$ cat src/design/pmrl_pkg.sv
/*
 * Constants for the pin-mode and reset logic: register offsets, field
 * positions, reset values, delay figures and decode enumerations.
 * Assumes a 100 MHz clock; counts are derived from it here.
 */
package pmrl_pkg;

  localparam int CLK_MHZ = 100;

  // Register offsets of the per-pin delay registers
  localparam logic [7:0] PIN_DLY_A_OFS = 8'h0b;
  localparam logic [7:0] PIN_DLY_B_OFS = 8'h0c;
  localparam logic [7:0] PIN_DLY_C_OFS = 8'h27;
  localparam logic [7:0] PIN_DLY_D_OFS = 8'h28;
  // Control registers that steer this block, then status readback and an unused mode offset
  localparam logic [7:0] RST_SEL_OFS   = 8'h40;
  localparam logic [7:0] RST_CFG_OFS   = 8'h41;
  localparam logic [7:0] PIN_FUNC_OFS  = 8'h42;
  localparam logic [7:0] PIN_SRC_OFS   = 8'h43;
  localparam logic [7:0] EXTRA_DLY_OFS = 8'h44;
  localparam logic [7:0] EXTRA_DLY2_OFS = 8'h45;
  localparam logic [7:0] STATUS_OFS    = 8'h46;
  localparam logic [7:0] MODE_OFS      = 8'h47;

  localparam logic [7:0] PIN_DLY_RST   = 8'h00;
  localparam logic [7:0] RST_SEL_RST   = 8'h3f;
  localparam logic [7:0] RST_CFG_RST   = 8'h01;
  localparam logic [7:0] PIN_FUNC_RST  = 8'h00;
  localparam logic [7:0] PIN_SRC_RST   = 8'h00;
  localparam logic [7:0] EXTRA_DLY_RST = 8'h00;

  // Field positions in the reset config register
  localparam int RST_CFG_DIS_MASK_BIT = 0;
  localparam int RST_CFG_DLY_LSB      = 1;

  // External-supply enable delays in microseconds, codes ascending
  localparam int EXT_DLY_US [8] = '{0, 250, 500, 750, 1000, 2000, 4000, 8000};
  // Reset-release delays in microseconds
  localparam int REL_DLY_US [8] = '{500, 1000, 2000, 4000, 8000, 16000,
                                    32000, 64000};
  // Extra start-up delays in microseconds
  localparam int XTRA_DLY_US [4] = '{0, 750, 1500, 2250};
  localparam int CYC_PER_US = CLK_MHZ;

  typedef enum logic [1:0] {
    PMRL_LVL_LOW,
    PMRL_LVL_FLOAT,
    PMRL_LVL_HIGH
  } pmrl_level_t;

  typedef enum logic [1:0] {
    PMRL_OP_BUCK,
    PMRL_OP_LDO,
    PMRL_OP_LSW
  } pmrl_op_t;

  typedef enum logic [1:0] {
    PMRL_PF_GPIO_IN,
    PMRL_PF_EXT_SUPPLY_ENABLE,
    PMRL_PF_POK_OUT,
    PMRL_PF_REG_OUT
  } pmrl_pinfunc_t;

endpackage

$ cat src/design/pmrl_delay_timer.sv
/*
 * Delay timer: after arm_in rises, fires done_out once the programmed
 * count elapses; drops done_out on the next clock edge after arm_in falls.
 * Assumes a single clock and a count stable while armed.
 */
`timescale 1ns/1ps
module pmrl_delay_timer #(
  parameter int CW = 23
) (
  input  wire logic          clk_in,
  input  wire logic          rstn_in,
  input  wire logic          arm_in,
  input  wire logic [CW-1:0] count_in,
  output logic               done_out
);
  logic [CW-1:0] cnt_q;
  logic          done_q;
  wire           reached = (cnt_q >= count_in);

  always_ff @(posedge clk_in or negedge rstn_in) begin
    if (!rstn_in) begin
      cnt_q  <= '0;
      done_q <= 1'b0;
    end else if (!arm_in) begin
      cnt_q  <= '0;
      done_q <= 1'b0;
    end else if (!reached) begin
      cnt_q  <= cnt_q + 1'b1;
    end else begin
      done_q <= 1'b1;
    end
  end

  assign done_out = done_q;
endmodule

$ cat src/design/pmrl_pin_sync.sv
/*
 * Three-stage synchroniser for pin levels; output changes only once the
 * second and third stages agree.
 * Assumes asynchronous pin inputs.
 */
`timescale 1ns/1ps
module pmrl_pin_sync #(
  parameter int W = 1
) (
  input  wire logic         clk_in,
  input  wire logic         rstn_in,
  input  wire logic [W-1:0] pin_in,
  output logic      [W-1:0] level_out
);
  logic [W-1:0] s1_q;
  logic [W-1:0] s2_q;
  logic [W-1:0] s3_q;
  logic [W-1:0] lvl_q;

  always_ff @(posedge clk_in or negedge rstn_in) begin
    if (!rstn_in) begin
      s1_q  <= '0;
      s2_q  <= '0;
      s3_q  <= '0;
      lvl_q <= '0;
    end else begin
      s1_q <= pin_in;
      s2_q <= s1_q;
      s3_q <= s2_q;
      for (int i = 0; i < W; i++) begin
        if (s2_q[i] == s3_q[i]) begin
          lvl_q[i] <= s3_q[i];
        end
      end
    end
  end

  assign level_out = lvl_q;
endmodule

$ cat src/design/pmrl_core.sv
/*
 * Pin-mode and reset logic: reset generation from power-ok flags,
 * external-supply enable with delay, pin functions, extra start-up
 * delay and strap decoding of regulator modes and presets.
 * Assumes a simple byte register port and asynchronous straps/pins.
 */
// Notes on behaviour
// - Reset output low when any contributing regulator reports not good.
// - Each regulator has a bit choosing whether it feeds the reset.
// - Config bit decides if disabled regulators are ignored; default ignores.
// - External enable follows chosen power-ok after 0 to 8 ms delay.
// - External power-good input can trigger one regulator's start.
// - Any regulator's power-ok can be routed to a pin.
// - Register-driven open-drain pins 0..4 follow their register bit; pins 5..7 stay driven low.
// - Extra delay 0/0.75/1.5/2.25 ms for Buck4/LDO1/LDO2 per delay-strap level; LDO2 low is zero.
// - Regulator starts after normal delay plus extra delay.
// - Buck1 strap: high bypass, float preset 0, low preset 1.
// - Buck2 strap: high preset 0, low preset 1.
// - LDO2 strap: high regulating, low load switch.
// - Buck3 strap: high/float/low select presets 0/1/2.
// - Buck4 strap: high preset 0, float preset 1, low LDO preset 2.
// - LDO1 strap: high LDO preset 0, float bypass, low preset 1.
// - Preset values are unconstrained; no ordering is checked.
// - Shared Buck1/Buck2 strap: Buck2 preset from hi or lo bit.
// - Shared LDO1/Buck4 strap: Buck4 buck preset 0 on high or low.
// - Shared strap floating: Buck4 buck preset 1 or LDO preset 2.
// - Reset released after programmable 0.5 to 64 ms once rails good.
`timescale 1ns/1ps
module pmrl_core #(
  parameter int NREG  = 6,
  parameter int NPIN  = 8,
  parameter int CW    = 23
) (
  input  wire logic            clk_in,
  input  wire logic            rstn_in,
  // Register port
  input  wire logic            reg_wr_in,
  input  wire logic [7:0]      reg_addr_in,
  input  wire logic [7:0]      reg_wdata_in,
  output logic      [7:0]      reg_rdata_out,
  // Regulator status and control
  input  wire logic [NREG-1:0] power_ok_in,
  input  wire logic [NREG-1:0] reg_enabled_in,
  input  wire logic [NREG-1:0] start_req_in,
  input  wire logic [2:0]      startup_sel_in,
  output logic      [NREG-1:0] reg_start_out,
  // Strap inputs: low and high detect for three-state pins
  input  wire logic [1:0]      strap_buck1_in,
  input  wire logic            strap_buck2_in,
  input  wire logic [1:0]      strap_buck3_in,
  input  wire logic [1:0]      strap_ldo1_in,
  input  wire logic            strap_ldo2_in,
  input  wire logic [1:0]      strap_delay_in,
  input  wire logic            shared_pin_buck12_option_in,
  input  wire logic            buck2_shared_preset_hi_in,
  input  wire logic            buck2_shared_preset_lo_in,
  input  wire logic            shared_pin_ldo1_b4_option_in,
  input  wire logic            b4_default_operation_in,
  input  wire logic            strap_sample_in,
  // Pins
  input  wire logic [NPIN-1:0] gpio_in,
  output logic      [NPIN-1:0] gpio_out,
  output logic      [NPIN-1:0] gpio_oe_out,
  output logic                 system_reset_out_n,
  output logic                 system_reset_oe_out,
  // Decoded modes
  output logic      [1:0]      buck1_op_out,
  output logic      [1:0]      buck1_preset_out,
  output logic      [1:0]      buck2_preset_out,
  output logic      [1:0]      buck3_preset_out,
  output logic      [1:0]      buck4_op_out,
  output logic      [1:0]      buck4_preset_out,
  output logic      [1:0]      ldo1_op_out,
  output logic      [1:0]      ldo1_preset_out,
  output logic      [1:0]      ldo2_op_out
);
  // Registers
  logic [7:0] pin_dly_q [4];
  logic [7:0] rst_sel_q;
  logic [7:0] rst_cfg_q;
  logic [7:0] pin_func_lo_q;
  logic [7:0] pin_src_q;
  logic [7:0] xtra_q;
  logic [7:0] xtra2_q;
  logic [7:0] mode_q;

  always_ff @(posedge clk_in or negedge rstn_in) begin
    if (!rstn_in) begin
      for (int i = 0; i < 4; i++) begin
        pin_dly_q[i] <= pmrl_pkg::PIN_DLY_RST;
      end
      rst_sel_q     <= pmrl_pkg::RST_SEL_RST;
      rst_cfg_q     <= pmrl_pkg::RST_CFG_RST;
      pin_func_lo_q <= pmrl_pkg::PIN_FUNC_RST;
      pin_src_q     <= pmrl_pkg::PIN_SRC_RST;
      xtra_q        <= pmrl_pkg::EXTRA_DLY_RST;
      xtra2_q       <= pmrl_pkg::EXTRA_DLY_RST;
    end else if (reg_wr_in) begin
      case (reg_addr_in)
        pmrl_pkg::PIN_DLY_A_OFS:  pin_dly_q[0]  <= reg_wdata_in;
        pmrl_pkg::PIN_DLY_B_OFS:  pin_dly_q[1]  <= reg_wdata_in;
        pmrl_pkg::PIN_DLY_C_OFS:  pin_dly_q[2]  <= reg_wdata_in;
        pmrl_pkg::PIN_DLY_D_OFS:  pin_dly_q[3]  <= reg_wdata_in;
        pmrl_pkg::RST_SEL_OFS:    rst_sel_q     <= reg_wdata_in;
        pmrl_pkg::RST_CFG_OFS:    rst_cfg_q     <= reg_wdata_in;
        pmrl_pkg::PIN_FUNC_OFS:   pin_func_lo_q <= reg_wdata_in;
        pmrl_pkg::PIN_SRC_OFS:    pin_src_q     <= reg_wdata_in;
        pmrl_pkg::EXTRA_DLY_OFS:  xtra_q        <= reg_wdata_in;
        pmrl_pkg::EXTRA_DLY2_OFS: xtra2_q       <= reg_wdata_in;
        default: ;
      endcase
    end
  end

  // Pin field layout: each delay register holds two pins, 3-bit delay
  // in bits 2:0 / 6:4 and the function in bits 3 / 7 with pin_func_lo
  // supplying the second function bit.
  // Pin source register: bits 2:0 regulator for enable/pok pins,
  // bits 7:3 level bits for register-driven pins 0..4.

  // Reset generation
  wire [NREG-1:0] ok_or_ignored;
  wire            dis_ignored = rst_cfg_q[pmrl_pkg::RST_CFG_DIS_MASK_BIT];
  wire            rails_good;
  wire [2:0]      rel_code = rst_cfg_q[pmrl_pkg::RST_CFG_DLY_LSB +: 3];
  logic [CW-1:0]  rel_count;
  logic           rel_done;

  // Disabled rails drop out only when configured so
  assign ok_or_ignored = power_ok_in | ~rst_sel_q[NREG-1:0]
                       | (dis_ignored ? ~reg_enabled_in : '0);
  assign rails_good    = &ok_or_ignored;

  always_comb begin
    rel_count = '0;
    for (int k = 0; k < 8; k++) begin
      if (rel_code == 3'(k)) begin
        rel_count = CW'(pmrl_pkg::REL_DLY_US[k] * pmrl_pkg::CYC_PER_US);
      end
    end
  end

  pmrl_delay_timer #(.CW(CW)) u_rel (
    .clk_in   (clk_in),
    .rstn_in  (rstn_in),
    .arm_in   (rails_good),
    .count_in (rel_count),
    .done_out (rel_done)
  );

  // Open drain: drive low only; released reset floats high
  assign system_reset_out_n  = 1'b0;
  assign system_reset_oe_out = ~rel_done;

  // Pin inputs synchronised
  logic [NPIN-1:0] gpio_sync;
  pmrl_pin_sync #(.W(NPIN)) u_gsync (
    .clk_in    (clk_in),
    .rstn_in   (rstn_in),
    .pin_in    (gpio_in),
    .level_out (gpio_sync)
  );

  // Regulator index shared by enable and power-ok outputs
  wire [2:0] src_reg = pin_src_q[2:0];
  wire       src_pok = (src_reg < 3'(NREG)) ? power_ok_in[src_reg] : 1'b0;

  genvar p;
  generate
    for (p = 0; p < NPIN; p++) begin : g_pin
      wire [7:0]  dreg  = pin_dly_q[p/2];
      wire [2:0]  dcode = dreg[(p%2)*4 +: 3];
      wire [1:0]  func  = {dreg[(p%2)*4+3], pin_func_lo_q[p]};
      logic [CW-1:0] dcount;
      logic          en_done;

      always_comb begin
        dcount = '0;
        for (int k = 0; k < 8; k++) begin
          if (dcode == 3'(k)) begin
            dcount = CW'(pmrl_pkg::EXT_DLY_US[k] * pmrl_pkg::CYC_PER_US);
          end
        end
      end

      pmrl_delay_timer #(.CW(CW)) u_ext (
        .clk_in   (clk_in),
        .rstn_in  (rstn_in),
        .arm_in   (func == pmrl_pkg::PMRL_PF_EXT_SUPPLY_ENABLE && src_pok),
        .count_in (dcount),
        .done_out (en_done)
      );

      wire reg_lvl = (p < 5) ? pin_src_q[3 + (p % 5)] : 1'b0;
      logic drv_hi;
      always_comb begin
        case (func)
          pmrl_pkg::PMRL_PF_EXT_SUPPLY_ENABLE:  drv_hi = en_done;
          pmrl_pkg::PMRL_PF_POK_OUT: drv_hi = src_pok;
          pmrl_pkg::PMRL_PF_REG_OUT: drv_hi = reg_lvl;
          default:                   drv_hi = 1'b1;
        endcase
      end
      // Open drain: pull low when output low, release otherwise
      assign gpio_out[p]    = 1'b0;
      assign gpio_oe_out[p] = (func != pmrl_pkg::PMRL_PF_GPIO_IN) && !drv_hi;
    end
  endgenerate

  // External power-good on pin 0 in input mode triggers the last
  // regulator; the supply must drive it while in regulation.
  wire ext_good = (pin_dly_q[0][3] == 1'b0 && pin_func_lo_q[0] == 1'b0)
                  && gpio_sync[0];

  // Strap sampling, held until next power-up
  logic [1:0] st_b1_q, st_b3_q, st_l1_q, st_dl_q;
  logic       st_b2_q, st_l2_q, sampled_q;
  logic [1:0] sy_b1, sy_b3, sy_l1, sy_dl;
  logic       sy_b2, sy_l2;

  pmrl_pin_sync #(.W(10)) u_ssync (
    .clk_in    (clk_in),
    .rstn_in   (rstn_in),
    .pin_in    ({strap_buck1_in, strap_buck3_in, strap_ldo1_in,
                 strap_delay_in, strap_buck2_in, strap_ldo2_in}),
    .level_out ({sy_b1, sy_b3, sy_l1, sy_dl, sy_b2, sy_l2})
  );

  always_ff @(posedge clk_in or negedge rstn_in) begin
    if (!rstn_in) begin
      sampled_q <= 1'b0;
      st_b1_q   <= 2'h1;
      st_b3_q   <= 2'h1;
      st_l1_q   <= 2'h1;
      st_dl_q   <= 2'h1;
      st_b2_q   <= 1'b1;
      st_l2_q   <= 1'b1;
    end else if (strap_sample_in && !sampled_q) begin
      sampled_q <= 1'b1;
      st_b1_q   <= sy_b1;
      st_b3_q   <= sy_b3;
      st_l1_q   <= sy_l1;
      st_dl_q   <= sy_dl;
      st_b2_q   <= sy_b2;
      st_l2_q   <= sy_l2;
    end
  end

  // Three-state encoding: 2'b11 high, 2'b00 low, otherwise float
  function automatic pmrl_pkg::pmrl_level_t lvl(input logic [1:0] s);
    lvl = (s == 2'h3) ? pmrl_pkg::PMRL_LVL_HIGH :
          (s == 2'h0) ? pmrl_pkg::PMRL_LVL_LOW : pmrl_pkg::PMRL_LVL_FLOAT;
  endfunction

  wire pmrl_pkg::pmrl_level_t l_b1 = lvl(st_b1_q);
  wire pmrl_pkg::pmrl_level_t l_b3 = lvl(st_b3_q);
  wire pmrl_pkg::pmrl_level_t l_l1 = lvl(st_l1_q);
  wire pmrl_pkg::pmrl_level_t l_dl = lvl(st_dl_q);

  // Presets are plain selectors; any register contents allowed
  always_comb begin
    case (l_b1)
      pmrl_pkg::PMRL_LVL_HIGH: begin
        buck1_op_out = pmrl_pkg::PMRL_OP_LSW;  buck1_preset_out = 2'h0;
      end
      pmrl_pkg::PMRL_LVL_FLOAT: begin
        buck1_op_out = pmrl_pkg::PMRL_OP_BUCK; buck1_preset_out = 2'h0;
      end
      default: begin
        buck1_op_out = pmrl_pkg::PMRL_OP_BUCK; buck1_preset_out = 2'h1;
      end
    endcase
    if (shared_pin_buck12_option_in) begin
      buck2_preset_out = (l_b1 == pmrl_pkg::PMRL_LVL_LOW) ?
        {1'b0, buck2_shared_preset_lo_in} : {1'b0, buck2_shared_preset_hi_in};
    end else begin
      buck2_preset_out = st_b2_q ? 2'h0 : 2'h1;
    end
    case (l_b3)
      pmrl_pkg::PMRL_LVL_HIGH:  buck3_preset_out = 2'h0;
      pmrl_pkg::PMRL_LVL_FLOAT: buck3_preset_out = 2'h1;
      default:                  buck3_preset_out = 2'h2;
    endcase
    case (l_l1)
      pmrl_pkg::PMRL_LVL_HIGH: begin
        ldo1_op_out = pmrl_pkg::PMRL_OP_LDO; ldo1_preset_out = 2'h0;
      end
      pmrl_pkg::PMRL_LVL_FLOAT: begin
        ldo1_op_out = pmrl_pkg::PMRL_OP_LSW; ldo1_preset_out = 2'h0;
      end
      default: begin
        ldo1_op_out = pmrl_pkg::PMRL_OP_LDO; ldo1_preset_out = 2'h1;
      end
    endcase
    // Shared option reuses the LDO1 strap, else the delay strap for Buck4
    if (shared_pin_ldo1_b4_option_in) begin
      if (l_l1 != pmrl_pkg::PMRL_LVL_FLOAT) begin
        buck4_op_out = pmrl_pkg::PMRL_OP_BUCK; buck4_preset_out = 2'h0;
      end else if (b4_default_operation_in) begin
        buck4_op_out = pmrl_pkg::PMRL_OP_BUCK; buck4_preset_out = 2'h1;
      end else begin
        buck4_op_out = pmrl_pkg::PMRL_OP_LDO;  buck4_preset_out = 2'h2;
      end
    end else begin
      case (l_dl)
        pmrl_pkg::PMRL_LVL_HIGH: begin
          buck4_op_out = pmrl_pkg::PMRL_OP_BUCK; buck4_preset_out = 2'h0;
        end
        pmrl_pkg::PMRL_LVL_FLOAT: begin
          buck4_op_out = pmrl_pkg::PMRL_OP_BUCK; buck4_preset_out = 2'h1;
        end
        default: begin
          buck4_op_out = pmrl_pkg::PMRL_OP_LDO;  buck4_preset_out = 2'h2;
        end
      endcase
    end
    ldo2_op_out = st_l2_q ? pmrl_pkg::PMRL_OP_LDO : pmrl_pkg::PMRL_OP_LSW;
  end

  // Start timing: normal delay code plus extra delay for Buck4/LDO1/LDO2
  // Extra fields: xtra_q = {b4 high, b4 float, b4 low, l1 high},
  // xtra2_q = {l1 float, l1 low, l2 high, l2 float}; LDO2 low is zero.
  wire [1:0] lvl_idx = (l_dl == pmrl_pkg::PMRL_LVL_HIGH) ? 2'd0 :
                       (l_dl == pmrl_pkg::PMRL_LVL_FLOAT) ? 2'd1 : 2'd2;
  wire [23:0] xf = {xtra_q, xtra2_q, 8'h00};

  genvar r;
  generate
    for (r = 0; r < NREG; r++) begin : g_reg
      logic [1:0]    xcode;
      logic [CW-1:0] scount;
      logic          trig;
      always_comb begin
        xcode = 2'h0;
        if (r >= 3) begin // regulators 3..5 = Buck4, LDO1, LDO2
          xcode = xf[23 - ((r - 3) * 6 + lvl_idx * 2) -: 2];
        end
        scount = CW'((startup_sel_in * 250 + pmrl_pkg::XTRA_DLY_US[xcode])
                     * pmrl_pkg::CYC_PER_US);
      end
      assign trig = (r == NREG - 1) ? (start_req_in[r] | ext_good)
                                    : start_req_in[r];
      pmrl_delay_timer #(.CW(CW)) u_st (
        .clk_in   (clk_in),
        .rstn_in  (rstn_in),
        .arm_in   (trig && sampled_q),
        .count_in (scount),
        .done_out (reg_start_out[r])
      );
    end
  endgenerate

  // Readback, including live rail status
  always_comb begin
    case (reg_addr_in)
      pmrl_pkg::PIN_DLY_A_OFS:  reg_rdata_out = pin_dly_q[0];
      pmrl_pkg::PIN_DLY_B_OFS:  reg_rdata_out = pin_dly_q[1];
      pmrl_pkg::PIN_DLY_C_OFS:  reg_rdata_out = pin_dly_q[2];
      pmrl_pkg::PIN_DLY_D_OFS:  reg_rdata_out = pin_dly_q[3];
      pmrl_pkg::RST_SEL_OFS:    reg_rdata_out = rst_sel_q;
      pmrl_pkg::RST_CFG_OFS:    reg_rdata_out = rst_cfg_q;
      pmrl_pkg::PIN_FUNC_OFS:   reg_rdata_out = pin_func_lo_q;
      pmrl_pkg::PIN_SRC_OFS:    reg_rdata_out = pin_src_q;
      pmrl_pkg::EXTRA_DLY_OFS:  reg_rdata_out = xtra_q;
      pmrl_pkg::EXTRA_DLY2_OFS: reg_rdata_out = xtra2_q;
      pmrl_pkg::STATUS_OFS:
        reg_rdata_out = {rel_done, rails_good, power_ok_in};
      default:                  reg_rdata_out = 8'h00;
    endcase
  end
endmodule

$ cat config.mk
export PLATFORM = sky130hd
export DESIGN_NAME = pmrl_core
export DESIGN_NICKNAME = d
export VERILOG_FILES = /design/src/design/pmrl_pkg.sv /design/src/design/pmrl_delay_timer.sv /design/src/design/pmrl_pin_sync.sv /design/src/design/pmrl_core.sv
export SDC_FILE = /design/constraint.sdc
export NUM_CORES = 2
export LEC_CHECK = 0
export BUFFER_PORTS_ARGS = -buffer_cell sky130_fd_sc_hd__buf_2
export CAP_MARGIN = 0
export CORE_MARGIN = 2
export CORE_UTILIZATION = 59
export DETAILED_ROUTE_END_ITERATION = 16
export PLACE_DENSITY = 0.79
export SETUP_SLACK_MARGIN = 0.5
export SLEW_MARGIN = 0
export SYNTH_ARGS = -nofsm -noshare
export SYNTH_HDL_FRONTEND = slang
export SYNTH_HIERARCHICAL = 1
export SYNTH_SLANG_ARGS = --single-unit
$ cat constraint.sdc
create_clock -name clk_in -period 8.6 [get_ports clk_in]
set_input_delay 1.29 -clock clk_in [delete_from_list [all_inputs] [get_ports clk_in]]
set_output_delay 1.29 -clock clk_in [all_outputs]
set_load 0.01 [all_outputs]
==> results.tsv <==
metric	value	unit
Area Overhead vs Synth	10.7	%
Worst Path Max Fanout	5	
period utilisation layout	92.8	%
Seq. cell area	0.0124	sq mm
TNS Setup	0	ns
Multi-input gate area	0.0276	sq mm
pre-CTS setup slack	-0.0983	ns
Worst Reg-to-Reg Cells	33	
Layout Cells excl Fill	5893	
final core occ	66.2	%
Warnings, synthesis	6	
routed wl met3	5060	um
Starting Density	59.8	%
CP peak stage delay	0.59	ns
WP data arrival	8.53	ns
clk root buf	clkbuf_16	
Syn Area/Cell	8.75	sq um
cts bufs inserted	56	
Hold Path Origin	u_gsync/s1_q[0]	
Critical Path RT	9.15	ns
Reg2Reg Setup Slack	0.67	ns
Final Skew	0.0202	ns
top layer in use	met4	
Crit Reg-Reg Endpoint	g_reg[3].u_st/cnt_q[19]	
Final nets	5573	
Hold Crit Class	reg -> reg	
Area after DPL	0.0436	sq mm
Fill cells	5587	
Ant. Diodes	0	
starting DRC count in detailed routing	2602	
Met2 Routed Length	48200	um
total die area	0.0734	sq mm
fin. max-slew vios	0	
Critical Path End Type	flop	
vias in the first global route	34100	
worst-margin pin slew	1.37	ns
most common cell after layout, fill and taps aside	ha_1	
drt drc	0	
vias	36700	
layout cells sized above 1	12.7	%
vias per inst	6.23	
unrepaired setup endpoints after global routing	yes	
DP HPWL	70000	um
final wirelength	101000	um
Slowest cell on crit path	fa_1	
Final Hold Vio Count	0	
fin area	0.0465	sq mm
CP startpoint kind	input pin	
DP Cell Count	5760	
grt ovf	0	
min Tclk post-route	7.98	ns
Antenna Violating Nets Remaining	0	
Slew headroom	8.41	%
first-pass GRT wire length	166000	um
CTS Buffer Depth	3	
crit path kind	in -> reg	
htree depth	2	
wire per inst	17.1	um
routability cong.	0.964	
final hold slack	0.348	ns
TritonRoute pass-1 iters	7	
pin count of the biggest net entering global routing	132	
gr usage total	26.5	%
pwr dens	185	mW/mm^2
clock slew at reported path FFs	0.06	ns
RR Startpoint	st_dl_q[0]	
maximum VDD drop	0.000200	V
max frequency	0.125	GHz
fin worst setup slack	0.620	ns
die height	271	um
outcome	finished clean	
max-capacitance violation count	0	
count of input and output buffers	92	
total power	8.62	mW
# IOs	114	
cells after synthesis	4806	
Syn Std Cell Area	0.0420	sq mm
hold endpoint	u_gsync/s2_q[0]	
die width	271	um
Clk Latency, worst-skew pair	0.65	ns
CORE AREA	0.0703	sq mm
LEAKAGE	21.1	nW
Crit. Startpoint	startup_sel_in[2]	
# rows	97	
initial antenna violation count	2	
Setup-failing EPs final	0	
met1 WL	45200	um
clk sinks	495	
CTS tree	built	
most frequent cells in the layout	547 x ha_1, 499 x inv_1, 492 x a21oi_1, 482 x dfrtp_1, 270 x o31ai_1	
WHS Path Cells	0	
power by group:
| group | leakage [nW] | internal [mW] | switching, mW | total [mW] |
|---|---|---|---|---|
| logic | 13.4 | 1.53 | 2.01 | 3.54 |
| clock network | 0.975 | 1.53 | 1.07 | 2.60 |
| registers | 6.72 | 2.40 | 0.0885 | 2.48 |
| total | 21.1 | 5.45 | 3.17 | 8.62 |
critical path, delay by kind of cell:
kind	cells	cell delay, ns
simple gates	7	1.60
compound gates	9	1.29
buf+inv	9	0.86
fa+ha+maj	9	3.24
xor+xnor	1	0.22
layout make-up:
type                       count  share of cell area (%)
clock inverter                34                   0.909
timing repair buffer         198                    3.20
multi-input combinational   3645                    59.2
sequential                   495                    26.7
clock buffer                  72                    3.36
tap                          940                    2.53
inverter                     509                    4.11
flip-flops by register name (all words and copies together) (netlist names), 10 cells and up:
register and cells:
g.u_st/cnt_q 138, u_ssync/s3_q 10, g_pin.u_ext/cnt_q 184, u_ssync/s1_q 10, u_ssync/s2_q 10, u_rel/cnt_q 23
g_pin.dreg 32, u_ssync/level_out 10
how the worst max path moves through the flow:
stage,slack [ns],end,cells past startpoint
2_1_floorplan,0.51,g_reg[3].u_st/cnt_q[3],34
3_3_place_gp,0.05,g_reg[4].u_st/cnt_q[5],34
3_5_place_dp,-0.1,g_reg[5].u_st/cnt_q[13],36
4_1_cts,0.51,g_reg[4].u_st/cnt_q[17],36
5_1_grt,0.30,g_reg[5].u_st/cnt_q[9],33
6_report,0.62,g_reg[3].u_st/cnt_q[19],35
metal layers:
layer  up-vias  track usage, %
met4         0            6.80
li1      17800               -
met2       871            44.3
met1     17900            36.4
met5         -               0
met3       166            3.08
timing repair:
action	in CTS	in global routing
cloned	3	7
buffers inserted	3	14
endpoints found under the setup margin	32	72
resized for setup	8	136
pin swaps	7	73
hold buffers	0	0
Power figures use the tool's default switching activity.
